## config.mk

```make
export PLATFORM = sky130hd
export DESIGN_NAME = port_error_timeout_reporting
export DESIGN_NICKNAME = d
export VERILOG_FILES = /design/src/rtl/port_error_timeout_reporting.v /design/src/rtl/saturating_tally.v /design/src/rtl/timeout_reporter.v
export VERILOG_INCLUDE_DIRS = /design/src /design/src/common
export SDC_FILE = /design/constraint.sdc
export NUM_CORES = 1
export LEC_CHECK = 0
export BUFFER_PORTS_ARGS = -buffer_cell sky130_fd_sc_hd__buf_2
export CAP_MARGIN = 20
export CORE_UTILIZATION = 54
export DETAILED_ROUTE_END_ITERATION = 7
export PLACE_DENSITY = 0.83
export SYNTH_ARGS = -nofsm -noshare
export SYNTH_HDL_FRONTEND = slang
export SYNTH_SLANG_ARGS = --single-unit
```

## constraint.sdc

```tcl
create_clock -name aclk -period 3 [get_ports aclk]
set_input_delay 0.45 -clock aclk [delete_from_list [all_inputs] [get_ports aclk]]
set_output_delay 0.45 -clock aclk [all_outputs]
set_load 0.05 [all_outputs]
```

## src/common/port_error_defines.vh

```
// register map, field layout and reset values of the port error and time-out block
`ifndef PORT_ERROR_DEFINES_VH
`define PORT_ERROR_DEFINES_VH

////////////////////////////////////////////////////////////////////////////////
// register byte offsets (low 12 address bits)
`define ADDR_W 12
`define OFF_PARITY_ERROR_COUNT 12'h04e0
`define OFF_QUEUE_TIMEOUT_ENABLE 12'h04e4
`define OFF_TIMEOUT_REPORT_CONTROL 12'h04e8
`define OFF_EVENT_STATUS 12'h04f0
`define OFF_EVENT_MASK 12'h04f4

////////////////////////////////////////////////////////////////////////////////
// field layout
`define TALLY_W 8
`define TALLY_MAX 8'hff
`define TIMEOUT_ENABLE_BIT 0
`define POSTED_REPORT_LSB 0
`define NONPOSTED_REPORT_LSB 2
`define COMPLETION_REPORT_LSB 4
`define REPORT_CTRL_W 6
`define EVENT_W 4
`define EVENT_PARITY_BIT 3

////////////////////////////////////////////////////////////////////////////////
// reset values
`define RST_TALLY 8'h00
`define RST_TIMEOUT_ENABLE 1'b1
`define RST_REPORT_CTRL 6'h02
`define RST_EVENT 4'h0

////////////////////////////////////////////////////////////////////////////////
// report encodings and bus answers
`define REPORT_NONE 2'h0
`define REPORT_COR 2'h1
`define REPORT_NONFATAL 2'h2
`define REPORT_FATAL 2'h3
`define RESP_OKAY 2'h0
`define RESP_SLVERR 2'h2
`define DATA_ZERO 32'h0000_0000

`endif

```

## src/rtl/port_error_timeout_reporting.v

```verilog
// port error tally, input queue time-out discard and time-out reporting with axi4-lite registers
//
// Chosen here: the AXI4-Lite register port.
`timescale 1ns/1ps
`include "port_error_defines.vh"

// What this block does
// - each end-to-end parity error adds one to the 8-bit tally.
// - the tally stops at all ones and never wraps.
// - reading the tally returns its value then clears it.
// - with time-outs enabled, packets waiting past the core limit are discarded.
// - the time-out enable bit resets to one.
// - bits 1:0 choose posted time-out reporting, reset non-fatal.
// - bits 3:2 choose non-posted time-out reporting, reset none.
// - bits 5:4 choose completion time-out reporting, reset none.
// - codes: 0 none, 1 correctable, 2 non-fatal, 3 fatal message.
// - a report goes out only when a status bit rises.
module port_error_timeout_reporting #(
   parameter AGE_W = 16
) (
   input wire aclk,
   input wire aresetn,
   // axi4-lite slave
   input wire [31:0] s_axi_awaddr,
   input wire s_axi_awvalid,
   output wire s_axi_awready,
   input wire [31:0] s_axi_wdata,
   input wire [3:0] s_axi_wstrb,
   input wire s_axi_wvalid,
   output wire s_axi_wready,
   output wire [1:0] s_axi_bresp,
   output wire s_axi_bvalid,
   input wire s_axi_bready,
   input wire [31:0] s_axi_araddr,
   input wire s_axi_arvalid,
   output wire s_axi_arready,
   output wire [31:0] s_axi_rdata,
   output wire [1:0] s_axi_rresp,
   output wire s_axi_rvalid,
   input wire s_axi_rready,
   // port core side
   input wire parity_error,
   input wire [2:0] queue_head_valid,
   input wire [2:0] queue_head_pop,
   input wire [AGE_W-1:0] core_timeout_limit,
   output wire [2:0] queue_discard,
   output wire err_msg_valid,
   output wire [1:0] err_msg_code,
   output wire irq
);

   ////////////////////////////////////////////////////////////////////////////////
   // state

   reg awready_q;
   reg wready_q;
   reg aw_held_q;
   reg w_held_q;
   reg [`ADDR_W-1:0] waddr_q;
   reg [31:0] wdata_q;
   reg [3:0] wstrb_q;
   reg bvalid_q;
   reg [1:0] bresp_q;
   reg arready_q;
   reg rvalid_q;
   reg [31:0] rdata_q;
   reg [1:0] rresp_q;

   reg timeout_enable_q;
   reg [`REPORT_CTRL_W-1:0] report_ctrl_q;
   reg [`EVENT_W-1:0] event_status_q;
   reg [`EVENT_W-1:0] event_status_d;
   reg [`EVENT_W-1:0] event_mask_q;
   reg irq_q;
   reg [2:0] discard_q;
   reg [AGE_W-1:0] age_q [0:2];

   wire [`TALLY_W-1:0] tally;
   wire parity_sync;
   wire aw_take;
   wire w_take;
   wire do_write;
   wire ar_take;
   wire [`ADDR_W-1:0] raddr;
   wire tally_read;
   wire [`EVENT_W-1:0] event_set;
   reg [31:0] read_mux;
   reg read_ok;

   ////////////////////////////////////////////////////////////////////////////////
   // address decode

   // decoder for the write response; the read path decodes in its own case statement
   function known_offset;
      input [`ADDR_W-1:0] addr;
      begin
         known_offset = (addr == `OFF_PARITY_ERROR_COUNT) ||
                        (addr == `OFF_QUEUE_TIMEOUT_ENABLE) ||
                        (addr == `OFF_TIMEOUT_REPORT_CONTROL) ||
                        (addr == `OFF_EVENT_STATUS) ||
                        (addr == `OFF_EVENT_MASK);
      end
   endfunction

   ////////////////////////////////////////////////////////////////////////////////
   // write channel

   assign aw_take = s_axi_awvalid & awready_q;
   assign w_take = s_axi_wvalid & wready_q;
   // address and data may come in either order; the write lands once both are held
   assign do_write = aw_held_q & w_held_q & ~bvalid_q;

   // hold address and data until the response is accepted
   always @(posedge aclk) begin
      if (!aresetn) begin
         awready_q <= 1'b1;
         wready_q <= 1'b1;
         aw_held_q <= 1'b0;
         w_held_q <= 1'b0;
         waddr_q <= {`ADDR_W{1'b0}};
         wdata_q <= `DATA_ZERO;
         wstrb_q <= 4'h0;
         bvalid_q <= 1'b0;
         bresp_q <= `RESP_OKAY;
      end else begin
         if (aw_take) begin
            awready_q <= 1'b0;
            aw_held_q <= 1'b1;
            waddr_q <= s_axi_awaddr[`ADDR_W-1:0];
         end
         if (w_take) begin
            wready_q <= 1'b0;
            w_held_q <= 1'b1;
            wdata_q <= s_axi_wdata;
            wstrb_q <= s_axi_wstrb;
         end
         if (do_write) begin
            bvalid_q <= 1'b1;
            bresp_q <= known_offset(waddr_q) ? `RESP_OKAY : `RESP_SLVERR;
         end
         if (bvalid_q && s_axi_bready) begin
            bvalid_q <= 1'b0;
            aw_held_q <= 1'b0;
            w_held_q <= 1'b0;
            awready_q <= 1'b1;
            wready_q <= 1'b1;
         end
      end
   end

   ////////////////////////////////////////////////////////////////////////////////
   // read channel

   assign ar_take = s_axi_arvalid & arready_q;
   assign raddr = s_axi_araddr[`ADDR_W-1:0];
   assign tally_read = ar_take && (raddr == `OFF_PARITY_ERROR_COUNT);

   // unused upper bits are padded with zero
   always @* begin
      read_mux = `DATA_ZERO;
      read_ok = 1'b1;
      case (raddr)
         `OFF_PARITY_ERROR_COUNT: read_mux[`TALLY_W-1:0] = tally;
         `OFF_QUEUE_TIMEOUT_ENABLE: read_mux[`TIMEOUT_ENABLE_BIT] = timeout_enable_q;
         `OFF_TIMEOUT_REPORT_CONTROL: read_mux[`REPORT_CTRL_W-1:0] = report_ctrl_q;
         `OFF_EVENT_STATUS: read_mux[`EVENT_W-1:0] = event_status_q;
         `OFF_EVENT_MASK: read_mux[`EVENT_W-1:0] = event_mask_q;
         default: read_ok = 1'b0;
      endcase
   end

   // data is captured at the address edge, so a clearing read sees the old tally
   always @(posedge aclk) begin
      if (!aresetn) begin
         arready_q <= 1'b1;
         rvalid_q <= 1'b0;
         rdata_q <= `DATA_ZERO;
         rresp_q <= `RESP_OKAY;
      end else begin
         if (ar_take) begin
            arready_q <= 1'b0;
            rvalid_q <= 1'b1;
            rdata_q <= read_mux;
            rresp_q <= read_ok ? `RESP_OKAY : `RESP_SLVERR;
         end else if (rvalid_q && s_axi_rready) begin
            rvalid_q <= 1'b0;
            arready_q <= 1'b1;
         end
      end
   end

   ////////////////////////////////////////////////////////////////////////////////
   // control registers

   // only byte lane 0 carries fields; the upper lanes are reserved
   always @(posedge aclk) begin
      if (!aresetn) begin
         timeout_enable_q <= `RST_TIMEOUT_ENABLE;
         report_ctrl_q <= `RST_REPORT_CTRL;
         event_mask_q <= `RST_EVENT;
      end else if (do_write && wstrb_q[0]) begin
         case (waddr_q)
            `OFF_QUEUE_TIMEOUT_ENABLE: timeout_enable_q <= wdata_q[`TIMEOUT_ENABLE_BIT];
            `OFF_TIMEOUT_REPORT_CONTROL: report_ctrl_q <= wdata_q[`REPORT_CTRL_W-1:0];
            `OFF_EVENT_MASK: event_mask_q <= wdata_q[`EVENT_W-1:0];
            default: ;
         endcase
      end
   end

   ////////////////////////////////////////////////////////////////////////////////
   // parity error tally

   // the error strobe is a pulse of the port core on this clock, so no synchroniser
   assign parity_sync = parity_error;

   saturating_tally #(
      .WIDTH(`TALLY_W)
   ) u_tally (
      .aclk(aclk),
      .aresetn(aresetn),
      .event_hit(parity_sync),
      .read_clear(tally_read),
      .count(tally)
   );

   ////////////////////////////////////////////////////////////////////////////////
   // queue time-out discard

   // per class: age the head packet, drop it once it has waited past the limit;
   // a limit of all ones can never be passed and so disables the drop
   genvar g;
   generate
      for (g = 0; g < 3; g = g + 1) begin : g_class
         always @(posedge aclk) begin
            if (!aresetn) begin
               age_q[g] <= {AGE_W{1'b0}};
               discard_q[g] <= 1'b0;
            end else begin
               discard_q[g] <= 1'b0;
               if (!timeout_enable_q || !queue_head_valid[g] || queue_head_pop[g] || discard_q[g]) begin
                  age_q[g] <= {AGE_W{1'b0}};
               end else if (age_q[g] > core_timeout_limit) begin
                  discard_q[g] <= 1'b1;
                  age_q[g] <= {AGE_W{1'b0}};
               end else begin
                  age_q[g] <= age_q[g] + {{(AGE_W-1){1'b0}}, 1'b1};
               end
            end
         end
      end
   endgenerate

   ////////////////////////////////////////////////////////////////////////////////
   // event status and interrupt

   assign event_set = {parity_sync, discard_q};

   // write one to clear; a new event in the same cycle keeps its bit set
   always @* begin
      event_status_d = event_status_q;
      if (do_write && wstrb_q[0] && waddr_q == `OFF_EVENT_STATUS) begin
         event_status_d = event_status_q & ~wdata_q[`EVENT_W-1:0];
      end
      event_status_d = event_status_d | event_set;
   end

   always @(posedge aclk) begin
      if (!aresetn) begin
         event_status_q <= `RST_EVENT;
         irq_q <= 1'b0;
      end else begin
         event_status_q <= event_status_d;
         irq_q <= |(event_status_d & event_mask_q);
      end
   end

   ////////////////////////////////////////////////////////////////////////////////
   // error messages to the root

   timeout_reporter u_reporter (
      .aclk(aclk),
      .aresetn(aresetn),
      .status(event_status_q[2:0]),
      .report_ctrl(report_ctrl_q),
      .msg_valid(err_msg_valid),
      .msg_code(err_msg_code)
   );

   ////////////////////////////////////////////////////////////////////////////////
   // outputs

   assign s_axi_awready = awready_q;
   assign s_axi_wready = wready_q;
   assign s_axi_bvalid = bvalid_q;
   assign s_axi_bresp = bresp_q;
   assign s_axi_arready = arready_q;
   assign s_axi_rvalid = rvalid_q;
   assign s_axi_rdata = rdata_q;
   assign s_axi_rresp = rresp_q;
   assign queue_discard = discard_q;
   assign irq = irq_q;

endmodule

```

## src/rtl/saturating_tally.v

```verilog
// saturating event counter with clear-on-read
`timescale 1ns/1ps
`include "port_error_defines.vh"

module saturating_tally #(
   parameter WIDTH = 8
) (
   input wire aclk,
   input wire aresetn,
   input wire event_hit,
   input wire read_clear,
   output wire [WIDTH-1:0] count
);

   reg [WIDTH-1:0] count_q;
   reg [WIDTH-1:0] count_d;

   // an error in the same cycle as the clearing read is kept as a count of one
   always @* begin
      count_d = count_q;
      if (read_clear) begin
         count_d = {WIDTH{1'b0}};
      end
      if (event_hit) begin
         if (read_clear) begin
            count_d = {{(WIDTH-1){1'b0}}, 1'b1};
         end else if (count_q != {WIDTH{1'b1}}) begin
            count_d = count_q + {{(WIDTH-1){1'b0}}, 1'b1};
         end
      end
   end

   always @(posedge aclk) begin
      if (!aresetn) begin
         count_q <= {WIDTH{1'b0}};
      end else begin
         count_q <= count_d;
      end
   end

   assign count = count_q;

endmodule

```

## src/rtl/timeout_reporter.v

```verilog
// turns rising time-out status bits into one error message to the root
`timescale 1ns/1ps
`include "port_error_defines.vh"

module timeout_reporter (
   input wire aclk,
   input wire aresetn,
   input wire [2:0] status,
   input wire [`REPORT_CTRL_W-1:0] report_ctrl,
   output reg msg_valid,
   output reg [1:0] msg_code
);

   reg [2:0] status_prev_q;
   reg [2:0] rising;
   reg [1:0] worst;
   integer i;

   // pick the most severe code among classes whose status just rose;
   // merging keeps a single message port at the cost of one message per cycle
   always @* begin
      rising = status & ~status_prev_q;
      worst = `REPORT_NONE;
      for (i = 0; i < 3; i = i + 1) begin
         if (rising[i] && report_ctrl[2*i +: 2] > worst) begin
            worst = report_ctrl[2*i +: 2];
         end
      end
   end

   always @(posedge aclk) begin
      if (!aresetn) begin
         status_prev_q <= 3'h0;
         msg_valid <= 1'b0;
         msg_code <= `REPORT_NONE;
      end else begin
         status_prev_q <= status;
         msg_valid <= (worst != `REPORT_NONE);
         msg_code <= worst;
      end
   end

endmodule

```

# == Yosys cells after proc, flatten, opt, wreduce, memory -nomap -nowiden ==
# Memory sizes are Yosys's and may differ from the RTL's.
# Cells that the tools add are included.
# word_totals
reg_bits,71
ramBits,48
input_bits,130
mem_count,1
# mem_list
memory,words,word_bits,read_ports,rd_clocked_by_memory_dff,write_ports,line,source
age_q,3,16,3,0,3,port_error_timeout_reporting.v:76,reg [AGE_W-1:0] age_q [0:2];
# op_classes
addsub,4
n_lt_le_gt_ge,6
n_eq_ne,11
mux,62
bitwise_logic,22
n_reduce_logical,33
# op_table
op,count
$mux 16,9
$eq 12x11->1 const B,10
$add 16x1->16 const B,3
$gt 16x16->1,3
$mux 1,39
$mux 8,4
$logic_or 1x1->1,13
$mux 2,6
$pmux 3 s4,1
$or 1x1->1,9
$add 8x1->8 const B,1
$and 4x4->4,2
$logic_and 1x1->1,8
$ne 8x8->1 const B,1
$reduce_and 2->1,3
$and 1x1->1,5
$pmux 1 s5,1
$reduce_or 5->1,1
$gt 2x2->1,2
$logic_not 1->1,4
$mux 4,1
$not 4->4,1
$or 4x4->4,1
$pmux 2 s2,1
other kinds (7),9

# == Logic depth before layout (Yosys ltp) ==
# Gate-level depths: netlist (run 1).
# depth
ltp_word,11
depth_mapped,10
depth_no_buf,10

# == Modules after synthesis ==
# A second synthesis (run 1) with hierarchy kept.
# unflattened
cells_unflattened,757
area_unflattened_um2,7055.5
# by_module_without_submodules
module,n_inst,cells_each,area_each_um2,seq_area_each_um2
port_error_timeout_reporting,1,667,6242.2,2542.4
saturating_tally,1,50,449.2,160.2
timeout_reporter,1,40,364.1,120.1

# == Least setup slack after synthesis (run 1) ==
# No wires, ideal clock.
# synth_timing
path_type,reg-to-reg
start,register u_reporter.status_prev_q[0]
end,register u_reporter.msg_valid
setup_ns,0.070
t_arrival_ns,2.557
path_slack_ns,0.372
stages_incl_launch_ff,11
n_path_buf,0
period_less_slack_ns,2.628
path_cell_list,dfxtp_1 nand3b_1 ha_1 nor2b_1 o2111ai_1 mux2_2 ha_1 nor2b_1 o21ai_0 mux2_2 a21oi_1
# synth_via
elab_chain_cells,11
# synth_rtl
item,line,source
start: declaration,timeout_reporter.v:14,reg [2:0] status_prev_q;
start signal: assignment,timeout_reporter.v:37,status_prev_q <= status;
$not 3->3 *,timeout_reporter.v:22,rising = status & ~status_prev_q;
$and 3x3->3 *,timeout_reporter.v:22,
$logic_and 1x1->1 *,timeout_reporter.v:25,if (rising[i] && report_ctrl[2*i +: 2] > worst) begin
$mux 2 *,timeout_reporter.v:25,
$gt 2x2->1,timeout_reporter.v:25,
$logic_and 1x1->1,timeout_reporter.v:25,
$mux 2 *,timeout_reporter.v:25,
$gt 2x2->1,timeout_reporter.v:25,
$logic_and 1x1->1,timeout_reporter.v:25,
$mux 2 *,timeout_reporter.v:25,
$reduce_bool 2->1 (no source line) *,-,
end signal: assignment,timeout_reporter.v:38,msg_valid <= (worst != `REPORT_NONE);
end: declaration,timeout_reporter.v:10,"output reg msg_valid,"
# Mark *: on every way between the ends. The rest lies on a longest branch, timed or not.
# A chain may end at the register's enable or synchronous reset.

# == Final worst setup path (run 1) ==
# layout_timing
start,register event_status_q[0]
end,register u_reporter.msg_valid
# layout_via
elab_chain_cells,10
# layout_rtl
item,line,source
start: declaration,port_error_timeout_reporting.v:71,reg [`EVENT_W-1:0] event_status_q;
start signal: assignment,port_error_timeout_reporting.v:270,event_status_q <= `RST_EVENT;
start signal: assignment,port_error_timeout_reporting.v:273,event_status_q <= event_status_d;
$and 3x3->3 *,timeout_reporter.v:22,
$logic_and 1x1->1 *,timeout_reporter.v:25,
$mux 2 *,timeout_reporter.v:25,
$gt 2x2->1,timeout_reporter.v:25,
$logic_and 1x1->1,timeout_reporter.v:25,
$mux 2 *,timeout_reporter.v:25,
$gt 2x2->1,timeout_reporter.v:25,
$logic_and 1x1->1,timeout_reporter.v:25,
$mux 2 *,timeout_reporter.v:25,
$reduce_bool 2->1 (no source line) *,-,
# Marks and branches as above.

==> reports/metrics.yaml, run 1 <==
status: "finished, final reports clean"
start_util: 0.559
criticalPathCategory: "reg2reg"
clk_latency_ns: 0.42
htree_num_levels: 4
setup_viol: 0
fillCellCount: 1041
syn_to_final_growth_pct: 17.8
ys_warn_count: 0
drt_pass1_iterations: 5
arrival_ns: 3.13
cts.sinks: 117
pin_count: 178
overflow: 0
regArea_sq_um: 2820
crit_slowest_cell: "mux2_2"
yosysTopAreaCell: "edfxtp_1"
p_per_area_nw_per_um2: 528
reg2reg_from: "event_status_q[0]"
cts-root-buf: "clkbuf_16"
die_area_sq_um: 13100
antenna_found_initial: 1
drv_slew: 0
cts_tree: "yes"
numPortBuffers: 82
total_power_uw: 4230
grt_pass1_wl_um: 24800
synth_top_cell_area_share: 0.212
nNetsFinal: 1045
finalCritPeriodShare: 0.923
final_cell_mix: "buf_2, nand2_1, conb_1"
final_common_cell: "buf_2"
path_clk_slew_ns: 0.06
post_drt_wl_per_cell_um: 14.5
maxSlewHeadroom: 0.625
end_kind: "register"
grt_pass1_vias: 5251
hold_start: "s_axi_awvalid"
hpwlAfterDp_um: 11000
critical_path.top_delay_family: "multiplexers"
cap_viol_max_count: 0
fin_setup_tns_ns: 0
synth_seq_area_share: 0.415
tightest_slew_ns: 0.558
startpoint: "event_status_q[0]"
synthFlopType: "dfxtp_1"
ant_nets: 0
peakVddDrop_mv: 0.395
fp.dieH_um: 114
chipWidth_um: 114
crit_fanout: 5
numCtsBuffers: 17
antenna_cells: 0
fin_crit_ns: 2.77
drive_above_1_share: 0.156
grt_usage: 0.244
ys_ff_latch: 117
synth_edf_count: 48
clock_path_buffers: 2
vias: 5593
synth_area_leaders: "edfxtp_1, dfxtp_1, ha_1"
drt-vias-per-instance: 5.38
clock_skew_ns: 0.00679
syn_area_per_cell_sq_um: 9.28
gp_congestion: 0.868
min_path_type: "in2reg"
core_sq_um: 12200
multi_input_area_sq_um: 3820
syn-cell-area_sq_um: 6800
row_count: 40
fmax_ghz: 0.361
drc_errors: 0
rsz0062_at_grt: "false"
hold_violations: 0
async_flop_share: 0
yosysUniqueCellTypes: 52
post_cts_buffers: 0
first_iter_violations: 394
grt_max_degree: 24
crit_required_ns: 3.35
slowest_delay_ns: 0.41
wl_um: 15000
worstPathCellList: "nand3b_1 -> ha_1 -> nor2b_1 -> o2111ai_1 -> mux2_2 -> ha_1 -> nor2b_1 -> o21ai_1 -> mux2_2 -> a21oi_1"
startpoint_type: "register"
crit_buf_inv: 0
p_leak_uw: 0.00343
syn_inst: 733
## worst paths after layout
path                           to  slack, ns  cells past startpoint
max          u_reporter.msg_valid       0.23                     10
min reg2reg           waddr_q[10]       0.46                      2
min                 s_axi_awready       0.24                      2
max reg2reg  u_reporter.msg_valid       0.23                     10
## Yosys cell counts (all sizes together), types with 9 or more instances
cell and number:
nand2 80, dfxtp 69, ha 56, a21oi 54, nor2 50, edfxtp 48
inv 36, nand3 34, xnor2 32, buf 27, nor3 27, clkbuf 26
nand4 21, a211oi 19, o21ai 17, xor2 15, mux2i 14, nor2b 11
mux2 10, and2 9, and3 9, and4 9
## registers in the layout (all words and copies together) (netlist names), 2 cells and up
register and flops:
age_q 48, waddr_q 12, s_axi_rdata 8, u_tally.count 8, report_ctrl_q 6, wdata_q 6
event_mask_q 4, event_status_q 4, queue_discard 3, u_reporter.status_prev_q 3, u_reporter.msg_code 2
## layout make-up
| cell class | instances | share of cell area |
|---|---|---|
| tap | 168 | 0.0262 |
| inverter | 36 | 0.0169 |
| sequential | 117 | 0.352 |
| clock buffer | 18 | 0.0535 |
| clock inverter | 14 | 0.0172 |
| timing repair buffer | 88 | 0.0568 |
| multi-input combinational | 599 | 0.477 |
## kinds of logic (layout without fill, tap and decap cells)
group           count (synthesis)  in the layout  share of synthesized area
compound gates                119            119                      0.109
mux                            24             24                     0.0372
xor+xnor                       47             47                     0.0605
other cells                     2             74                    0.00110
fa+ha+maj                      56             56                      0.103
simple gates                  279            279                      0.211
flops                         117            117                      0.415
buf+inv                        89            156                     0.0635
## where the power goes
part,leakage [uW],switching (uW),internal (uW)
combinational,0.00210,332,164
sequential,0.00106,69.0,1720
clock,0.000279,781,1160
## metal layers
| metal | vias to the layer above | wire [um] | GRT usage |
|---|---|---|---|
| li1 | 2788 | - | - |
| met1 | 2587 | 6700 | 0.309 |
| met2 | 186 | 7160 | 0.398 |
| met3 | 30 | 866 | 0.0577 |
| met4 | 2 | 304 | 0.105 |
| met5 | - | 16 | 0 |
## timing repair
item | 4_1_cts | 5_1_grt
setup endpoints to repair | 0 | 1
hold buffers | 0 | 0
resized for setup | 0 | 1
## stage by stage
step | utilization | setup slack [ns] | hold WS, ns | cell area (sq um) | std cells
final | 0.659 | 0.230 | 0.238 | 8020 | 1040
after global placement | 0.612 | 0.229 | 0.439 | 7450 | 1008
after detailed placement | 0.612 | 0.165 | 0.446 | 7450 | 1008
after CTS | 0.659 | 0.142 | 0.226 | 8020 | 1040
after global routing | 0.659 | 0.0592 | 0.262 | 8020 | 1040
after floorplan | - | 0.372 | 0.431 | 7070 | 805
(Power assumes the default switching activity.)
==> run 2: changes to the inputs <==
--- a/config.mk
+++ b/config.mk
@@ -10,6 +10,7 @@
 export CAP_MARGIN = 20
 export CORE_UTILIZATION = 54
 export DETAILED_ROUTE_END_ITERATION = 7
+export GPL_TIMING_DRIVEN = 0
 export PLACE_DENSITY = 0.83
 export SYNTH_ARGS = -nofsm -noshare
 export SYNTH_HDL_FRONTEND = slang
==> reports/metrics.yaml, run 2 (synthesis gave the netlist of run 1 again) <==
drive_above_1_share: 0.167
drv_slew: 0
drt_pass1_iterations: 7
dpl.cell_count: 1053
overflow: 0
ant_nets: 0
setup_slack_ns: 0.205
maxSlewHeadroom: 0.506
cts-root-buf: "clkbuf_16"
reg2reg_from: "event_status_q[0]"
start_util: 0.559
setup_viol: 0
largestRegisters: "age_q: 48 flops, waddr_q: 12 flops"
numCtsBuffers: 17
clk_latency_ns: 0.42
clock_skew_ns: 0.00905
fin_setup_tns_ns: 0
cts_tree: "yes"
drc_errors: 0
hpwlAfterDp_um: 11400
r2r_slack_ns: 0.21
dp_slack_ns: 0.108
fin_crit_ns: 2.79
chipWidth_um: 114
rsz0062_at_grt: "false"
min_path_type: "in2reg"
crit_required_ns: 3.35
cap_viol_max_count: 0
grt_usage: 0.246
layout.cells.non_filler: 1084
hold_start: "s_axi_awvalid"
core_sq_um: 12200
syn_to_final_growth_pct: 22.6
post_drt_wl_per_cell_um: 14.2
tightest_slew_ns: 0.730
arrival_ns: 3.15
grt_pass1_wl_um: 25200
grt_pass1_vias: 5419
clock_path_buffers: 2
internal_power_uw: 3340
hold_violations: 0
antenna_cells: 0
top_register: "age_q"
end_kind: "register"
first_iter_violations: 346
htree_num_levels: 4
largest_reg_flops: 48
startpoint_type: "register"
pin_count: 178
p_sw_frac: 0.256
nNetsFinal: 1091
p_per_area_nw_per_um2: 539
fp.dieH_um: 114
startpoint: "event_status_q[0]"
fmax_ghz: 0.358
p_clk_frac: 0.483
wl_um: 15400
fillCellCount: 988
crit_fanout: 5
peakVddDrop_mv: 0.457
p_comb_frac: 0.118
status: "finished, final reports clean"
path_clk_slew_ns: 0.06
drt-vias-per-instance: 5.28
switchingPower_uw: 1150
final_cell_mix: "nand2_1, buf_2, conb_1"
p_leak_uw: 0.00362
gp_congestion: 0.850
vias: 5722
numPortBuffers: 80
antenna_found_initial: 1
grt_max_degree: 17
hold-worst-slack_ns: 0.239
finalCritPeriodShare: 0.932
row_count: 40
cts.sinks: 117
criticalPathCategory: "reg2reg"
power_frac_seq: 0.398
die_area_sq_um: 13100
## run 2: cell count changes in the layout (fill, tap and decap cells not counted), moves of 2 or more
cell       before  now
clkbuf_8        0    2
buf_2          82   80
inv_4           3    1
buf_4           6   26
inv_6           5    2
clkbuf_16      17   22
clkbuf_1        1   26
## run 2: cell type report
class,instances,area [sq um],area share
plain buffers,53,297,0.0356
clock buffers,24,578,0.0693
clock inverters,6,71.3,0.00855
inverters,36,135,0.0162
multi-input cells,599,3820,0.458
flip-flops and latches,117,2820,0.339
well taps,168,210,0.0252
repair buffers,81,405,0.0486
## run 2: timing repair
| item | CTS | global route |
|---|---|---|
| hold buffers | 0 | 0 |
| resized for setup | 0 | 1 |
| setup endpoints to repair | 0 | 2 |
| setup buffers | 0 | 0 |
## run 2: final timing paths
check | to | cells past startpoint
worst max-delay path | u_reporter.msg_valid | 10
worst min-delay path | s_axi_awready | 2
worst max register to register | u_reporter.msg_valid | 10
worst min register to register | s_axi_rdata[5] | 2
## run 2: stage by stage
step	util	cell area, sq um	power, uW
detailed placement	0.632	7680	2340
CTS	0.685	8330	4500
global route	0.686	8340	4630
floorplan	-	7070	2200
finish	0.686	8340	4490
global placement	0.632	7680	2320
## run 2: routing by layer
metal,part of all wire,global-route usage
met5,0.00065,0
met4,0.026,0.115
met3,0.065,0.0625
met2,0.47,0.406
met1,0.44,0.302
## run 2: worst max-delay path, cell delays in order (launching register included)
cell and delay (ns):
dfxtp_1 0.39, nand3b_1 0.12, ha_1 0.31, nor2b_1 0.14, o2111ai_1 0.24, mux2_2 0.41, ha_1 0.30, nor2b_1 0.13
o21ai_1 0.20, mux2_2 0.38, a21oi_1 0.11
## run 2: power groups by stage
stage	clock, uW	sequential (uW)	combinational (uW)
after floorplan	0	1840	353
after global placement	0	1820	504
after detailed placement	0	1820	519
after CTS	2180	1790	524
after global routing	2250	1800	588
final	2170	1790	532
==> run 3: changes to the inputs <==
--- a/config.mk
+++ b/config.mk
@@ -6,12 +6,12 @@
 export SDC_FILE = /design/constraint.sdc
 export NUM_CORES = 1
 export LEC_CHECK = 0
-export BUFFER_PORTS_ARGS = -buffer_cell sky130_fd_sc_hd__buf_2
+export BUFFER_PORTS_ARGS = -buffer_cell sky130_fd_sc_hd__buf_4
 export CAP_MARGIN = 20
-export CORE_UTILIZATION = 54
+export CORE_UTILIZATION = 55
 export DETAILED_ROUTE_END_ITERATION = 7
 export GPL_TIMING_DRIVEN = 0
-export PLACE_DENSITY = 0.83
+export PLACE_DENSITY = 0.85
 export SYNTH_ARGS = -nofsm -noshare
 export SYNTH_HDL_FRONTEND = slang
 export SYNTH_SLANG_ARGS = --single-unit
==> constraint.sdc (replaced) <==
create_clock -name aclk -period 3.45 [get_ports aclk]
set_input_delay 0.5175 -clock aclk [delete_from_list [all_inputs] [get_ports aclk]]
set_output_delay 0.5175 -clock aclk [all_outputs]
set_load 0.05 [all_outputs]
==> reports/metrics.yaml, run 3 (synthesis gave the netlist of run 1 again) <==
setup_slack_ns: 0.504
dp_slack_ns: 0.474
pin_count: 178
antenna_found_initial: 0
status: "finished, final reports clean"
reg2reg_from: "event_status_q[0]"
top_register: "age_q"
min_path_type: "in2reg"
r2r_end: "u_reporter.msg_valid"
gp_congestion: 0.866
hold-worst-slack_ns: 0.294
overflow: 0
rsz0062_at_grt: "false"
dpl.cell_count: 1032
criticalPathCategory: "reg2reg"
holdPathStages: 2
setup_viol: 0
internal_power_uw: 2800
cap_viol_max_count: 0
end_kind: "register"
grt_pass1_vias: 5437
nNetsFinal: 1091
hold_violations: 0
fmax_ghz: 0.339
drt_pass1_iterations: 5
post_drt_wl_per_cell_um: 14.5
drive_above_1_share: 0.167
tightest_slew_ns: 0.590
p_sw_frac: 0.265
fillCellCount: 900
clk_latency_ns: 0.42
startpoint: "event_status_q[0]"
wl_um: 15500
post_cts_buffers: 0
htree_num_levels: 4
r2r_slack_ns: 0.50
hpwlAfterDp_um: 11400
numCtsBuffers: 17
clock_skew_ns: 0.00944
ant_nets: 0
cts-resized-gates: 0
final_common_cell: "buf_4"
fp.dieH_um: 113
antenna_cells: 0
p_clk_frac: 0.465
drt-vias-per-instance: 5.36
vias: 5711
clock_path_buffers: 2
switchingPower_uw: 1010
cts.sinks: 117
fin_setup_tns_ns: 0
first_iter_violations: 320
cts-root-buf: "clkbuf_16"
p_per_area_nw_per_um2: 451
grt_pass1_wl_um: 25400
core_sq_um: 12000
layout.cells.non_filler: 1065
crit_fanout: 5
row_count: 40
drv_slew: 0
total_power_uw: 3810
maxSlewHeadroom: 0.607
grt_max_degree: 17
p_comb_frac: 0.127
fin_crit_ns: 2.95
p_leak_uw: 0.00364
cts_tree: "yes"
largest_reg_flops: 48
ctsHoldBuffers: 0
syn_to_final_growth_pct: 24.4
drc_errors: 0
chipWidth_um: 113
final_cell_mix: "buf_4, nand2_1, conb_1"
startpoint_type: "register"
path_clk_slew_ns: 0.06
peakVddDrop_mv: 0.365
largestRegisters: "age_q: 48 flops, waddr_q: 12 flops"
crit_required_ns: 3.80
r2r_cells: 10
start_util: 0.566
die_area_sq_um: 12800
grt_usage: 0.252
arrival_ns: 3.29
regArea_sq_um: 2820
numPortBuffers: 80
endpoint: "u_reporter.msg_valid"
multi_input_area_sq_um: 3820
power_frac_seq: 0.409
finalCritPeriodShare: 0.854
## run 3: final cells by class
type / count / share of cell area
Buffer: 53 / 0.0351
Sequential cell: 117 / 0.334
Timing Repair Buffer: 81 / 0.0716
Multi-Input combinational cell: 599 / 0.451
Clock buffer: 20 / 0.0541
Tap cell: 147 / 0.0217
Clock inverter: 12 / 0.0164
Inverter: 36 / 0.0160
## run 3: worst max-delay path, stage by stage, from the launching register on
cell and delay, ns:
dfxtp_1 0.39, nand3b_1 0.12, ha_1 0.30, nor2b_1 0.14, o2111ai_1 0.30, mux2_2 0.42, ha_1 0.29, nor2b_1 0.13
o21ai_0 0.29, mux2_2 0.39, a21oi_1 0.11
## run 3: power groups by stage
| stage | logic, uW | clock network, uW | registers (uW) |
|---|---|---|---|
| after floorplan | 307 | 0 | 1600 |
| after global placement | 462 | 0 | 1580 |
| after detailed placement | 473 | 0 | 1590 |
| after CTS | 478 | 1790 | 1560 |
| after global routing | 532 | 1860 | 1570 |
| final | 483 | 1770 | 1560 |
## run 3: layer usage
layer | up-vias | GRT usage | share of wire | routed length (um)
met1 | 2635 | 0.302 | 0.44 | 6850
li1 | 2886 | - | - | -
met4 | 0 | 0.0904 | 0.016 | 250
met5 | - | 0 | 0 | 0
met2 | 161 | 0.444 | 0.49 | 7550
met3 | 29 | 0.0546 | 0.054 | 831
## run 3: worst min-delay path by stage
stage                             start            end  slack [ns]
after floorplan              waddr_q[1]     waddr_q[1]        0.43
after global placement       waddr_q[9]     waddr_q[9]        0.44
after detailed placement     waddr_q[7]     waddr_q[7]        0.45
after CTS                 s_axi_awvalid  s_axi_awready        0.29
after global routing      s_axi_awvalid  s_axi_awready        0.34
final                     s_axi_awvalid  s_axi_awready        0.29
## run 3: through the flow
step	utilization	area, sq um
2_1_floorplan	-	7070
3_3_place_gp	0.654	7860
3_5_place_dp	0.654	7860
4_1_cts	0.704	8450
5_1_grt	0.704	8460
6_report	0.704	8460
